<file path="src/shared/bmvp_pkg.sv">
// shared constants for the boot map and vector priority block
package bmvp_pkg;
   localparam int          BMVP_NVEC       = 22;
   localparam int          BMVP_VW         = 5;
   localparam logic [20:0] BMVP_INT_BOOT   = 21'h020000;
   localparam logic [20:0] BMVP_INT_WDOG   = 21'h020002;
   localparam logic [20:0] BMVP_EXT16_BOOT = 21'h000000;
   localparam logic [20:0] BMVP_EXT16_WDOG = 21'h000002;
   localparam logic [20:0] BMVP_EXT20_BOOT = 21'h020000;
   localparam logic [20:0] BMVP_EXT20_WDOG = 21'h020002;
   localparam logic [20:0] BMVP_FLASH_LO   = 21'h000000;
   localparam logic [20:0] BMVP_FLASH_HI   = 21'h00ffff;
   localparam logic [20:0] BMVP_REMAP_LO   = 21'h010000;
   localparam logic [20:0] BMVP_REMAP_HI   = 21'h01ffff;
   localparam logic [20:0] BMVP_BOOT_LO    = 21'h020000;
   localparam logic [20:0] BMVP_BOOT_HI    = 21'h020fff;
   localparam logic [20:0] BMVP_PRAM_LO    = 21'h02f800;
   localparam logic [20:0] BMVP_PRAM_HI    = 21'h02ffff;
   localparam logic [20:0] BMVP_LOW_TOP    = 21'h00ffff;
   localparam logic [20:0] BMVP_HIGH_EXT   = 21'h100000;
   localparam logic [1:0]  BMVP_LVL3       = 2'h3;
   localparam logic [1:0]  BMVP_LVL2       = 2'h2;
   localparam logic [1:0]  BMVP_LVL1       = 2'h1;
   localparam logic [1:0]  BMVP_LVL0       = 2'h0;
   // vectors that exist; 0,1,8,12,13,19 are reserved
   localparam logic [21:0] BMVP_LIVE_MASK  = 22'h37cefc;
   // vectors whose level is programmable; rest are fixed
   localparam logic [21:0] BMVP_PROG_MASK  = 22'h360ec0;
   localparam logic [4:0]  BMVP_VEC_SW2    = 5'h0e;
   localparam logic [4:0]  BMVP_VEC_SW1    = 5'h0f;
   localparam logic [4:0]  BMVP_VEC_SW0    = 5'h10;
   typedef enum logic [1:0] {BMVP_SRC_INT, BMVP_SRC_FLASH, BMVP_SRC_BOOT, BMVP_SRC_EXT} bmvp_src_t;
   typedef enum logic [1:0] {BMVP_MODE_INT, BMVP_MODE_EXT16, BMVP_MODE_EXT20} bmvp_mode_t;
endpackage : bmvp_pkg

</file>
<file path="src/design/bmvp_arbiter.sv">
// priority arbiter over the vector table
`timescale 1ns/100ps
`default_nettype none
module bmvp_arbiter
   import bmvp_pkg::*;
(
   // requests and levels
   input  wire logic [21:0]   req,
   input  wire logic [43:0]   level,
   input  wire logic [1:0]    mask_level,
   // result
   output logic               found,
   output logic [4:0]         vec
);
   always_comb begin
      logic [1:0] best;
      best  = BMVP_LVL0;
      found = 1'b0;
      vec   = 5'h00;
      // scan downward so the lowest number wins ties
      for (int i = BMVP_NVEC - 1; i >= 0; i--) begin
         if (req[i] && BMVP_LIVE_MASK[i] && level[2*i +: 2] >= mask_level) begin
            if (!found || level[2*i +: 2] >= best) begin
               found = 1'b1;
               best  = level[2*i +: 2];
               vec   = 5'(i);
            end
         end
      end
   end
endmodule : bmvp_arbiter
`default_nettype wire

</file>
<file path="src/design/bmvp_top.sv">
// boot map selection, program space decode and vector arbitration
`timescale 1ns/100ps
`default_nettype none
// Functional notes
// - width select level caught at reset changes the external reset vector.
// - internal boot: reset at 0x020000, watchdog reset at 0x020002.
// - external 16-bit boot: reset at 0x000000, watchdog at 0x000002.
// - external 16-bit boot remaps internal flash to 0x010000-0x01ffff.
// - external 20-bit boot fetches vectors externally at 0x020000/0x020002.
// - external boot never fetches reset from boot flash.
// - secured flash forbids external boot; internal boot is used.
// - external memory at 0x100000 and up needs upper pins reconfigured.
// - external regions above 0x00ffff need higher pins reconfigured; in 20-bit mode only from 0x100000 up.
// - higher priority levels always serviced before lower levels.
// - equal level: lowest vector number wins.
// - vector address is base plus twice the vector number.
// - vector slots 0 and 1 reserved as reset overlays.
// - vectors 2 to 5 fixed at level 3.
// - debug vectors 6,7,9,10,11 programmable 1 to 3; vector 8 reserved.
// - soft interrupts 14-16 fixed 2,1,0; request lines 17,18 programmable 0-2.
// - low voltage vector 20, clock synth vector 21 programmable 0-2; 19 reserved.
// - at reset map bit takes boot pin, secured bit takes flash state.
// - map bit writable after reset, no effect when secured bit was 0.
module bmvp_top
   import bmvp_pkg::*;
(
   // clock and reset
   input  wire logic          clock,
   input  wire logic          rst_n,
   // straps
   input  wire logic          external_boot_pin,
   input  wire logic          ext_addr_width_select,
   input  wire logic          flash_secured,
   // mode register write
   input  wire logic          map_select_wr,
   input  wire logic          map_select_wdata,
   input  wire logic          upper_pins_enable,
   // program fetch decode
   input  wire logic [20:0]   fetch_addr,
   output logic [1:0]         fetch_src,
   output logic [20:0]        fetch_local,
   output logic               fetch_fault,
   // reset vectors
   output logic [20:0]        reset_vector,
   output logic [20:0]        wdog_vector,
   output logic               map_select_bit,
   output logic               secured_state_bit,
   output logic               ext_addr_20bit,
   // interrupts
   input  wire logic [20:0]   vector_base,
   input  wire logic [21:0]   irq_req,
   input  wire logic [1:0]    mask_level,
   input  wire logic [1:0]    dbg_step_level,
   input  wire logic [1:0]    dbg_brk_level,
   input  wire logic [1:0]    dbg_trace_level,
   input  wire logic [1:0]    dbg_tx_level,
   input  wire logic [1:0]    dbg_rx_level,
   input  wire logic [1:0]    ext_request_a_level,
   input  wire logic [1:0]    ext_request_b_level,
   input  wire logic [1:0]    low_voltage_detect_level,
   input  wire logic [1:0]    clock_synth_level,
   output logic               irq_pending,
   output logic [4:0]         irq_vector,
   output logic [20:0]        irq_addr
);
   // pins pass two flops first
   logic [1:0] boot_sync_reg;
   logic [1:0] width_sync_reg;
   logic [1:0] sec_sync_reg;
   logic       strap_done_reg;
   logic       map_reg;
   logic       secured_reg;
   logic       width_reg;
   bmvp_mode_t mode;

   // straps are caught at the third edge, debug_unit both sync stages hold the pin
   localparam logic [1:0] STRAP_LAST    = 2'h2;
   // vector numbers of the fixed core exceptions and of programmable sources
   localparam int         VEC_CORE_LO   = 2;
   localparam int         VEC_CORE_HI   = 5;
   localparam int         VEC_DBG_STEP  = 6;
   localparam int         VEC_DBG_BRK   = 7;
   localparam int         VEC_DBG_TRACE = 9;
   localparam int         VEC_DBG_TX    = 10;
   localparam int         VEC_DBG_RX    = 11;
   localparam int         VEC_EXT_A     = 17;
   localparam int         VEC_EXT_B     = 18;
   localparam int         VEC_LOW_VOLT  = 20;
   localparam int         VEC_CLK_SYNTH = 21;

   always_ff @(posedge clock or negedge rst_n) begin
      if (!rst_n) begin
         boot_sync_reg  <= 2'h0;
         width_sync_reg <= 2'h0;
         sec_sync_reg   <= 2'h0;
      end else begin
         boot_sync_reg  <= {boot_sync_reg[0], external_boot_pin};
         width_sync_reg <= {width_sync_reg[0], ext_addr_width_select};
         sec_sync_reg   <= {sec_sync_reg[0], flash_secured};
      end
   end

   // straps are caught debug_unit, after the synchronisers have filled
   logic [1:0] strap_cnt_reg;
   always_ff @(posedge clock or negedge rst_n) begin
      if (!rst_n) begin
         strap_cnt_reg  <= 2'h0;
         strap_done_reg <= 1'b0;
      end else if (!strap_done_reg) begin
         strap_cnt_reg  <= strap_cnt_reg + 2'h1;
         strap_done_reg <= (strap_cnt_reg == STRAP_LAST);
      end
   end

   // secured_reg holds 1 when flash is not secured, as the mode bit does
   always_ff @(posedge clock or negedge rst_n) begin
      if (!rst_n) begin
         secured_reg <= 1'b0;
         width_reg   <= 1'b0;
      end else if (!strap_done_reg) begin
         secured_reg <= ~sec_sync_reg[1];
         width_reg   <= width_sync_reg[1];
      end
   end

   // the map bit alone stays writable after the straps are caught;
   // a write that lands while the straps are still settling is dropped
   always_ff @(posedge clock or negedge rst_n) begin
      if (!rst_n) begin
         map_reg <= 1'b0;
      end else if (!strap_done_reg) begin
         map_reg <= boot_sync_reg[1] & ~sec_sync_reg[1];
      end else if (map_select_wr && secured_reg) begin
         map_reg <= map_select_wdata;
      end
   end

   always_comb begin
      if (!map_reg)
         mode = BMVP_MODE_INT;
      else if (width_reg)
         mode = BMVP_MODE_EXT20;
      else
         mode = BMVP_MODE_EXT16;
   end

   assign map_select_bit    = map_reg;
   assign secured_state_bit = secured_reg;
   assign ext_addr_20bit    = width_reg & map_reg;

   // reset and watchdog vectors
   always_ff @(posedge clock or negedge rst_n) begin
      if (!rst_n) begin
         reset_vector <= BMVP_INT_BOOT;
         wdog_vector  <= BMVP_INT_WDOG;
      end else begin
         unique case (mode)
            BMVP_MODE_INT: begin
               reset_vector <= BMVP_INT_BOOT;
               wdog_vector  <= BMVP_INT_WDOG;
            end
            BMVP_MODE_EXT16: begin
               reset_vector <= BMVP_EXT16_BOOT;
               wdog_vector  <= BMVP_EXT16_WDOG;
            end
            default: begin
               // shadows boot flash with external memory
               reset_vector <= BMVP_EXT20_BOOT;
               wdog_vector  <= BMVP_EXT20_WDOG;
            end
         endcase
      end
   end

   function automatic logic in_range(input logic [20:0] a, input logic [20:0] lo,
                                     input logic [20:0] hi);
      in_range = (a >= lo) && (a <= hi);
   endfunction : in_range

   // offset of a fetch inside the relocated flash window
   function automatic logic [20:0] remap_offset(input logic [20:0] a);
      remap_offset = a - BMVP_REMAP_LO;
   endfunction : remap_offset

   // program space decode, registered
   bmvp_src_t   src;
   logic [20:0] local_a;
   logic        fault;
   always_comb begin
      src     = BMVP_SRC_EXT;
      local_a = fetch_addr;
      unique case (mode)
         // internal boot: flash low, boot flash and program ram above it
         BMVP_MODE_INT: begin
            if (in_range(fetch_addr, BMVP_FLASH_LO, BMVP_FLASH_HI))
               src = BMVP_SRC_FLASH;
            else if (in_range(fetch_addr, BMVP_BOOT_LO, BMVP_BOOT_HI))
               src = BMVP_SRC_BOOT;
            else if (in_range(fetch_addr, BMVP_PRAM_LO, BMVP_PRAM_HI))
               src = BMVP_SRC_INT;
         end
         // external 16-bit: the low 64K goes out, flash moves up one window
         BMVP_MODE_EXT16: begin
            if (in_range(fetch_addr, BMVP_REMAP_LO, BMVP_REMAP_HI)) begin
               src     = BMVP_SRC_FLASH;
               local_a = remap_offset(fetch_addr);
            end else if (in_range(fetch_addr, BMVP_BOOT_LO, BMVP_BOOT_HI))
               src = BMVP_SRC_BOOT;
            else if (in_range(fetch_addr, BMVP_PRAM_LO, BMVP_PRAM_HI))
               src = BMVP_SRC_INT;
         end
         // external 20-bit: boot flash is shadowed by external memory
         default: begin
            if (in_range(fetch_addr, BMVP_REMAP_LO, BMVP_REMAP_HI)) begin
               src     = BMVP_SRC_FLASH;
               local_a = remap_offset(fetch_addr);
            end else if (in_range(fetch_addr, BMVP_PRAM_LO, BMVP_PRAM_HI))
               src = BMVP_SRC_INT;
         end
      endcase
   end

   // external space above the low 64K waits for the upper pins, except in the
   // 20-bit mode, where only space from 0x100000 up still waits for them
   always_comb begin
      fault = 1'b0;
      if (src == BMVP_SRC_EXT && fetch_addr > BMVP_LOW_TOP && mode != BMVP_MODE_EXT20
          && !upper_pins_enable)
         fault = 1'b1;
      if (fetch_addr >= BMVP_HIGH_EXT && !upper_pins_enable)
         fault = 1'b1;
   end

   always_ff @(posedge clock or negedge rst_n) begin
      if (!rst_n) begin
         fetch_src   <= 2'h0;
         fetch_local <= 21'h000000;
         fetch_fault <= 1'b0;
      end else begin
         fetch_src   <= src;
         fetch_local <= local_a;
         fetch_fault <= fault;
      end
   end

   // debug sources never sit below level 1; a 0 written there reads as 1
   function automatic logic [1:0] clamp_dbg(input logic [1:0] l);
      clamp_dbg = (l == BMVP_LVL0) ? BMVP_LVL1 : l;
   endfunction : clamp_dbg

   // peripheral sources never reach level 3, so core exceptions always win
   function automatic logic [1:0] clamp_per(input logic [1:0] l);
      clamp_per = (l == BMVP_LVL3) ? BMVP_LVL2 : l;
   endfunction : clamp_per

   // table entries are two words apart
   function automatic logic [20:0] entry_offset(input logic [4:0] v);
      entry_offset = {15'h0000, v, 1'b0};
   endfunction : entry_offset

   // level table
   logic [2*BMVP_NVEC-1:0] level;
   always_comb begin
      level = '0;
      for (int i = VEC_CORE_LO; i <= VEC_CORE_HI; i++) begin
         level[2*i +: 2] = BMVP_LVL3;
      end
      level[2*VEC_DBG_STEP +: 2]  = clamp_dbg(dbg_step_level);
      level[2*VEC_DBG_BRK +: 2]   = clamp_dbg(dbg_brk_level);
      level[2*VEC_DBG_TRACE +: 2] = clamp_dbg(dbg_trace_level);
      level[2*VEC_DBG_TX +: 2]    = clamp_dbg(dbg_tx_level);
      level[2*VEC_DBG_RX +: 2]    = clamp_dbg(dbg_rx_level);
      level[2*BMVP_VEC_SW2 +: 2]  = BMVP_LVL2;
      level[2*BMVP_VEC_SW1 +: 2]  = BMVP_LVL1;
      level[2*BMVP_VEC_SW0 +: 2]  = BMVP_LVL0;
      level[2*VEC_EXT_A +: 2]     = clamp_per(ext_request_a_level);
      level[2*VEC_EXT_B +: 2]     = clamp_per(ext_request_b_level);
      level[2*VEC_LOW_VOLT +: 2]  = clamp_per(low_voltage_detect_level);
      level[2*VEC_CLK_SYNTH +: 2] = clamp_per(clock_synth_level);
   end

   logic       found;
   logic [4:0] win;
   // reserved slots are masked here and again in the arbiter, so a stray
   // request on one of them can never be granted
   bmvp_arbiter u_arb (
      .req        (irq_req & BMVP_LIVE_MASK),
      .level      (level),
      .mask_level (mask_level),
      .found      (found),
      .vec        (win)
   );

   // same-cycle delivery of the winner to the core; a registered vector would
   // answer a cycle late and could hand over a request already dropped
   assign irq_pending = found;
   assign irq_vector  = win;
   assign irq_addr    = vector_base + entry_offset(win);
endmodule : bmvp_top
`default_nettype wire

</file>
<file path="config.mk">
export PLATFORM = sky130hd
export DESIGN_NAME = bmvp_top
export DESIGN_NICKNAME = d
export VERILOG_FILES = /design/src/shared/bmvp_pkg.sv /design/src/design/bmvp_arbiter.sv /design/src/design/bmvp_top.sv
export SDC_FILE = /design/constraint.sdc
export NUM_CORES = 1
export LEC_CHECK = 0
export BUFFER_PORTS_ARGS = -buffer_cell sky130_fd_sc_hd__buf_2
export CAP_MARGIN = 15
export CORE_MARGIN = 3
export CORE_UTILIZATION = 50
export DETAILED_ROUTE_END_ITERATION = 8
export HOLD_SLACK_MARGIN = 0.1
export PLACE_DENSITY = 0.93
export SYNTH_ARGS = -nofsm -noshare
export SYNTH_HDL_FRONTEND = slang
export SYNTH_HIERARCHICAL = 1
export SYNTH_SLANG_ARGS = --single-unit
</file>
<file path="constraint.sdc">
create_clock -name clock -period 27.1 [get_ports clock]
set_input_delay 4.065 -clock clock [delete_from_list [all_inputs] [get_ports clock]]
set_output_delay 4.065 -clock clock [all_outputs]
set_load 0.005 [all_outputs]
</file>
# Yosys cells after proc, flatten, opt, wreduce, memory -nomap -nowiden
# Index checks and enable logic that the tools add are counted.
dict set report classes {
  order_cmp 38
  mux 117
  eq_ne 9
  n_reduce_logical 62
  n_addsub 3
  bitwise_logic 3
}
# op count
set ops {}
lappend ops {{2-to-1 mux 5 bit} 31}
lappend ops {{2-to-1 mux 2 bit} 45}
lappend ops {{>= comparator 21 x 18 -> 1 bit (second input constant)} 2}
lappend ops {{<= comparator 21 x 18 -> 1 bit (second input constant)} 2}
lappend ops {{2-to-1 mux 21 bit} 2}
lappend ops {{2-to-1 mux 1 bit} 36}
lappend ops {{2-to-1 mux 18 bit} 2}
lappend ops {{>= comparator 2 bit} 17}
lappend ops {{logical AND 1 bit} 25}
lappend ops {{adder 21 x 6 -> 21 bit} 1}
lappend ops {{>= comparator 21 x 1 -> 1 bit (second input constant)} 1}
lappend ops {{>= comparator 21 x 17 -> 1 bit (second input constant)} 1}
lappend ops {{>= comparator 21 bit (second input constant)} 1}
lappend ops {{greater-than comparator 21 x 16 -> 1 bit (second input constant)} 1}
lappend ops {{<= comparator 21 x 16 -> 1 bit (second input constant)} 1}
lappend ops {{<= comparator 21 x 17 -> 1 bit (second input constant)} 1}
lappend ops {{subtractor 21 x 17 -> 21 bit (second input constant)} 1}
lappend ops {{logical NOT 1 bit} 16}
lappend ops {{logical OR 1 bit} 15}
lappend ops {{>= comparator 2 bit (first input constant)} 7}
lappend ops {{equality test 2 bit (second input constant)} 6}
lappend ops {{logical NOT 2 bit} 6}
lappend ops {{>= comparator 1 x 2 -> 1 bit (first input constant)} 4}
lappend ops {{case mux 2 bit (2 select lines)} 1}
lappend ops {{other kinds (6)} 7}
dict set report totals {
  input_bits 92
  word_cells 245
  regBits 78
}

# Logic depth before layout (Yosys ltp)
dict set report logic_depth {
  word_depth 66
  mapped_depth 105
}

# Cells and area by module
# The synthesis kept the hierarchy.
# module seq_area_each_um2 cells_each instances area_each_um2
set modules_own_cells {}
lappend modules_own_cells {bmvp_top 927.1 237 1 2275.9}
lappend modules_own_cells {bmvp_arbiter 0.0 296 1 2158.3}

# Worst setup path after synthesis
# No wires, ideal clock.
dict set report synth_timing {
  kind {input to output}
  from {input mask_level[1]}
  to {output irq_addr[15]}
  cell_stages 73
  n_path_buf 0
  slack_ns 5.381
  required_time_ns 23.035
  t_arrival_ns 17.654
  cell_sequence {inv_1 -> ha_1 -> or3b_4 -> nand2_1 -> nor2_1 -> ha_1 -> nand2b_1 -> a21o_2 -> o21ai_0 -> a2bb2o_1 -> ha_1 -> nand2b_1 -> a21oi_1 -> a21o_1 -> mux2_2 -> ha_1 -> nand2b_1 -> nand2_1 -> (+37 left out) -> o41ai_1 -> o21a_1 -> nor2_1 -> a21oi_1 -> ha_1 -> nand2b_1 -> o221ai_1 -> o31ai_1 -> a31oi_1 -> ha_1 -> inv_1 -> fa_1 -> nor2b_1 -> o21a_1 -> o21ai_0 -> a211oi_1 -> nand2_1 -> xnor2_1}
}
dict set report synth_via {
  elab_chain_cells 64
}
# item line
set synth_rtl {}
lappend synth_rtl {{start, declared} bmvp_top.sv:52} ;# input wire logic [1:0] mask_level,
lappend synth_rtl {{>= comparator 2 bit} bmvp_arbiter.sv:22} ;# if (req[i] && BMVP_LIVE_MASK[i] && level[2*i +: 2] >= mask_level) begin
lappend synth_rtl {{logical AND 1 bit} bmvp_arbiter.sv:22}
lappend synth_rtl {{2-to-1 mux 2 bit or 2-to-1 mux 1 bit (tied branches)} bmvp_arbiter.sv:22}
lappend synth_rtl {{>= comparator 2 bit or logical NOT 1 bit (tied branches)} bmvp_arbiter.sv:23} ;# if (!found || level[2*i +: 2] >= best) begin
lappend synth_rtl {{logical OR 1 bit} bmvp_arbiter.sv:23}
lappend synth_rtl {{2-to-1 mux 2 bit or 2-to-1 mux 1 bit (tied branches)} bmvp_arbiter.sv:23}
lappend synth_rtl {{2-to-1 mux 2 bit or 2-to-1 mux 1 bit (tied branches)} bmvp_arbiter.sv:22}
lappend synth_rtl {{>= comparator 2 bit or logical NOT 1 bit (tied branches)} bmvp_arbiter.sv:23}
lappend synth_rtl {{(+49 left out)} --}
lappend synth_rtl {{2-to-1 mux 2 bit or 2-to-1 mux 1 bit (tied branches)} bmvp_arbiter.sv:23}
lappend synth_rtl {{2-to-1 mux 2 bit or 2-to-1 mux 1 bit (tied branches)} bmvp_arbiter.sv:22}
lappend synth_rtl {{>= comparator 2 bit or logical NOT 1 bit (tied branches)} bmvp_arbiter.sv:23}
lappend synth_rtl {{logical OR 1 bit} bmvp_arbiter.sv:23}
lappend synth_rtl {{2-to-1 mux 5 bit} bmvp_arbiter.sv:23}
lappend synth_rtl {{2-to-1 mux 5 bit (*)} bmvp_arbiter.sv:22}
lappend synth_rtl {{net irq_vector[0]} bmvp_top.sv:63} ;# output logic [4:0] irq_vector,
lappend synth_rtl {{adder 21 x 6 -> 21 bit (*)} bmvp_top.sv:298} ;# assign irq_addr = vector_base + entry_offset(win);
lappend synth_rtl {{end, declared} bmvp_top.sv:64} ;# output logic [20:0] irq_addr
# Mark *: on every way through the listed nets, which the timed path passes. The rest lies on a longest branch.

# Worst setup path in the final report
dict set report layout_timing {
  from {input mask_level[1]}
  to {output irq_addr[15]}
}
dict set report layout_via {
  elab_chain_cells 64
}
# item line
set layout_rtl {}
lappend layout_rtl {{>= comparator 2 bit} bmvp_arbiter.sv:22}
lappend layout_rtl {{logical AND 1 bit} bmvp_arbiter.sv:22}
lappend layout_rtl {{2-to-1 mux 2 bit or 2-to-1 mux 1 bit (tied branches)} bmvp_arbiter.sv:22}
lappend layout_rtl {{>= comparator 2 bit or logical NOT 1 bit (tied branches)} bmvp_arbiter.sv:23}
lappend layout_rtl {{logical OR 1 bit} bmvp_arbiter.sv:23}
lappend layout_rtl {{2-to-1 mux 2 bit or 2-to-1 mux 1 bit (tied branches)} bmvp_arbiter.sv:23}
lappend layout_rtl {{2-to-1 mux 2 bit or 2-to-1 mux 1 bit (tied branches)} bmvp_arbiter.sv:22}
lappend layout_rtl {{>= comparator 2 bit or logical NOT 1 bit (tied branches)} bmvp_arbiter.sv:23}
lappend layout_rtl {{(+48 left out)} --}
lappend layout_rtl {{logical OR 1 bit} bmvp_arbiter.sv:23}
lappend layout_rtl {{2-to-1 mux 2 bit or 2-to-1 mux 1 bit (tied branches)} bmvp_arbiter.sv:23}
lappend layout_rtl {{2-to-1 mux 2 bit or 2-to-1 mux 1 bit (tied branches)} bmvp_arbiter.sv:22}
lappend layout_rtl {{>= comparator 2 bit or logical NOT 1 bit (tied branches)} bmvp_arbiter.sv:23}
lappend layout_rtl {{logical OR 1 bit} bmvp_arbiter.sv:23}
lappend layout_rtl {{2-to-1 mux 5 bit} bmvp_arbiter.sv:23}
lappend layout_rtl {{2-to-1 mux 5 bit (*)} bmvp_arbiter.sv:22}
lappend layout_rtl {{adder 21 x 6 -> 21 bit (*)} bmvp_top.sv:298}
# Mark *: on every way between the ends. The rest lies on a longest branch, timed or not.

==> metrics.txt <==
# TYPE chip_impl_metric gauge
chip_impl_info{name="run_status",value="completed"} 1
chip_impl_info{name="max_flop_register",value="fetch_local"} 1
chip_impl_info{name="slowest_stage_cell_cp",value="inv_1"} 1
chip_impl_metric{name="totalWireLength",unit="mm"} 10.9
chip_impl_metric{name="power_density_cells",unit="mW/mm²"} 38.8
chip_impl_metric{name="postCtsResizedCells",unit=""} 0
chip_impl_metric{name="cts_buffer_depth",unit=""} 2
chip_impl_metric{name="wl_per_cell",unit="µm"} 13.5
chip_impl_metric{name="synth.distinct_cells",unit=""} 84
chip_impl_metric{name="fmaxAchievable",unit="MHz"} 42.3
chip_impl_metric{name="cp_slowest_stage_delay",unit="ns"} 0.48
chip_impl_info{name="clockRootBuffer",value="clkbuf_8"} 1
chip_impl_metric{name="vias_in_the_first_global_route",unit=""} 4069
chip_impl_metric{name="detail_route.vias_per_cell",unit=""} 5.26
chip_impl_info{name="unrepaired_setup_endpoints_after_global_routing",value="false"} 1
chip_impl_metric{name="number_of_maximum_capacitance_violations",unit=""} 0
chip_impl_metric{name="tns",unit="ns"} 0
chip_impl_metric{name="antenna_found_initial",unit=""} 0
chip_impl_metric{name="final_antenna_net_count",unit=""} 0
chip_impl_metric{name="hold_viol_final",unit=""} 0
chip_impl_metric{name="fp-row-count",unit=""} 33
chip_impl_metric{name="share_of_layout_cells_above_drive_strength_1",unit=""} 0.272
chip_impl_metric{name="count_of_state_elements_after_synthesis",unit=""} 37
chip_impl_metric{name="clkSinkCount",unit=""} 37
chip_impl_metric{name="synth-async-reset-ratio",unit=""} 1.00
chip_impl_metric{name="post_synth_instance_area",unit="mm²"} 0.00443
chip_impl_metric{name="clock_latency",unit="ns"} 0.28
chip_impl_metric{name="cts.repair_timing.setup_buffer_count",unit=""} 0
chip_impl_info{name="worst_hold_path.endpoint",value="width_sync_reg[1]$_DFF_PN0_"} 1
chip_impl_info{name="dominantRegCellSynth",value="dfrtp_1"} 1
chip_impl_metric{name="whs_path_depth",unit=""} 0
chip_impl_metric{name="power.ir.vdd_worst",unit="mV"} 0.0249
chip_impl_metric{name="finClkSkew",unit="ns"} 0.00435
chip_impl_metric{name="synthesis.instances",unit=""} 533
chip_impl_metric{name="floorplan.initialDensity",unit=""} 0.526
chip_impl_metric{name="clkTransAtPathRegs",unit="ns"} 0.06
chip_impl_metric{name="critical_path_arrival",unit="ns"} 19.55
chip_impl_metric{name="hpwlAfterDp",unit="mm"} 9.07
chip_impl_metric{name="gp_congestion",unit=""} 0.856
chip_impl_metric{name="die_height",unit="µm"} 100
chip_impl_metric{name="floorplan.core_area",unit="mm²"} 0.00842
chip_impl_info{name="worstReg2RegStart",value="map_select_bit$_DFFE_PN0P_"} 1
chip_impl_metric{name="r2r_worst_path_depth",unit=""} 4
chip_impl_metric{name="critPathMaxFanout",unit=""} 16
chip_impl_metric{name="largest_reg_flops",unit=""} 21
chip_impl_metric{name="grt_pass1_wl",unit="mm"} 17.7
chip_impl_metric{name="track_usage",unit=""} 0.208
chip_impl_info{name="timing.hold.worst.start",value="width_sync_reg[0]$_DFF_PN0_"} 1
chip_impl_info{name="r2r_end",value="fetch_src[0]$_DFF_PN0_"} 1
chip_impl_info{name="path_type_of_the_worst_min_delay_path",value="reg -> reg"} 1
chip_impl_metric{name="synth-edff-count",unit=""} 0
chip_impl_metric{name="drt_first_iter_violations",unit=""} 151
chip_impl_metric{name="p_total",unit="mW"} 0.204
chip_impl_metric{name="synth_warnings",unit=""} 6
chip_impl_info{name="critical_path.most_common_cell",value="ha_1"} 1
chip_impl_metric{name="layout_worst_path_cycle_share",unit=""} 0.872
chip_impl_metric{name="critical_path_required",unit="ns"} 23.03
chip_impl_metric{name="finish.net_count",unit=""} 853
chip_impl_metric{name="areaGrowthSynthToFinish",unit="%"} 18.7
chip_impl_metric{name="setup_violations",unit=""} 0
chip_impl_metric{name="die_width",unit="µm"} 100
chip_impl_metric{name="overflow",unit=""} 0
chip_impl_info{name="worstSetupPathType",value="in -> out"} 1
chip_impl_info{name="cts_tree",value="yes"} 1
chip_impl_metric{name="floorplan.die_area",unit="mm²"} 0.0100
chip_impl_metric{name="detailroute.via_count",unit=""} 4227
chip_impl_metric{name="cellLeakagePower",unit="nW"} 2.77
chip_impl_metric{name="io_buffers",unit=""} 139
chip_impl_metric{name="timing_worst_slew_pin_value",unit="ns"} 0.893
chip_impl_metric{name="antenna-diode-count",unit=""} 0
chip_impl_metric{name="ctsHtreeMaxLevel",unit=""} 2
chip_impl_info{name="worstSetupEndpointType",value="primary output"} 1
chip_impl_metric{name="cts_hold_bufs",unit=""} 0
chip_impl_metric{name="drc_errors",unit=""} 0
chip_impl_metric{name="proportion_of_synthesized_chip_area_in_sequential_cells",unit=""} 0.209
chip_impl_metric{name="tritoncts.num_buffers",unit=""} 5
chip_impl_metric{name="postSynthAreaPerCell",unit="µm²"} 8.32
chip_impl_metric{name="num_ports",unit=""} 188
chip_impl_metric{name="grt_start_max_net_pins",unit=""} 38
chip_impl_metric{name="maxSlewHeadroom",unit=""} 0.389
chip_impl_metric{name="r2r_slack",unit="ns"} 25.70
chip_impl_metric{name="finalCriticalPeriod",unit="ns"} 23.62
chip_impl_metric{name="first_pass_iters",unit=""} 6
chip_impl_info{name="worstSetupStartpointType",value="input pin"} 1
chip_impl_metric{name="finalMaxSlewViolations",unit=""} 0
chip_impl_metric{name="fillerInstances",unit=""} 738
critical path, delay by kind of cell:
family | cells | cell delay (ns)
and+or+nand+nor | 25 | 3.27
xor gates and xnor gates | 1 | 0.15
buffers and inverters | 4 | 0.77
adders and majority gates | 16 | 4.39
muxes | 4 | 1.30
AOI/OAI and AO/OA | 26 | 5.54
worst max-delay path by stage:
stage | startpoint | to | slack (ns) | cells past startpoint
6_report | mask_level[1] | irq_addr[15] | 3.48 | 76
2_1_floorplan | mask_level[1] | irq_addr[15] | 5.38 | 73
5_1_grt | mask_level[1] | irq_addr[15] | 2.39 | 76
3_5_place_dp | mask_level[1] | irq_addr[15] | 3.60 | 75
4_1_cts | mask_level[1] | irq_addr[15] | 3.55 | 75
3_3_place_gp | mask_level[1] | irq_addr[15] | 4.09 | 75
stage by stage:
stage	setup slack, ns	hold WS, ns	area [µm²]	cells	util
floorplan	5.38	0.331	4720	608	-
global placement	4.09	0.335	5170	797	0.614
detailed placement	3.60	0.336	5170	797	0.614
CTS	3.55	0.350	5260	804	0.625
global route	2.39	0.353	5260	804	0.625
finish	3.48	0.349	5260	804	0.625
cells in the final DEF (no fill, tap or decap), drive strengths merged, types with 4 or more instances in the layout:
| cell type | Yosys | routed |
|---|---|---|
| buf | 45 | 139 |
| conb | 2 | 77 |
| ha | 61 | 61 |
| inv | 41 | 41 |
| nand2 | 37 | 37 |
| dfrtp | 36 | 36 |
| nor2 | 33 | 33 |
| a21oi | 28 | 28 |
| nand2b | 27 | 27 |
| o21ai | 24 | 24 |
| xnor2 | 15 | 15 |
| nor3 | 15 | 15 |
| nand3 | 13 | 13 |
| a21o | 12 | 12 |
| nor2b | 11 | 11 |
| nand4 | 10 | 10 |
| and2 | 9 | 9 |
| nor4 | 8 | 8 |
| and3 | 8 | 8 |
| clkbuf | 10 | 7 |
| mux2 | 7 | 7 |
| or3b | 7 | 7 |
| nor3b | 6 | 6 |
| a31oi | 5 | 5 |
| o21a | 5 | 5 |
| maj3 | 5 | 5 |
| xor2 | 4 | 4 |
| a211oi | 4 | 4 |
layer usage:
metal  wire [µm]  GRT usage  share of wire
met1        4210      0.239           0.39
met2        5820      0.406           0.54
met3         700     0.0250          0.064
met4         129     0.0477          0.012
met5           0          0              0
final cells by class:
type,instances,area [µm²],area share
multi-input combinational,475,3270,0.621
sequential,37,927,0.176
timing repair buffer,139,696,0.132
inverter,41,154,0.0293
tap,105,131,0.0250
clock buffer,7,86.3,0.0164
report_power, final:
part	switching, mW	total [mW]	internal (mW)
Clock	0.0171	0.0372	0.0201
Combinational	0.0580	0.108	0.0495
Sequential	0.00126	0.0594	0.0581
synthesized netlist by cell type, types with 7 or more instances:
cell | n | area, µm²
clkbuf_1 | 10 | 37.5
xnor2_1 | 15 | 131
nand4_1 | 8 | 50.1
a21o_1 | 8 | 60.1
nand2b_1 | 26 | 163
and2_1 | 9 | 56.3
ha_1 | 61 | 763
buf_4 | 42 | 315
o21ai_0 | 19 | 95.1
nor2b_1 | 11 | 68.8
nand3_1 | 13 | 65.1
nor4_1 | 7 | 43.8
nand2_1 | 37 | 139
dfrtp_1 | 36 | 901
nor2_1 | 31 | 116
inv_1 | 41 | 154
a21oi_1 | 27 | 135
nor3_1 | 13 | 65.1
cell families (layout without fill, tap and decap cells):
group	count (synthesis)	count (layout)	synth area share
AO/OA/AOI/OAI	109	109	0.173
XOR/XNOR	19	19	0.0375
adder cells (fa/ha/maj)	67	67	0.188
buffers and inverters	96	187	0.118
flip-flops	37	37	0.209
multiplexers	10	10	0.0279
other	2	77	0.00169
AND/OR/NAND/NOR	193	193	0.245
Power figures use the tool's default switching activity.
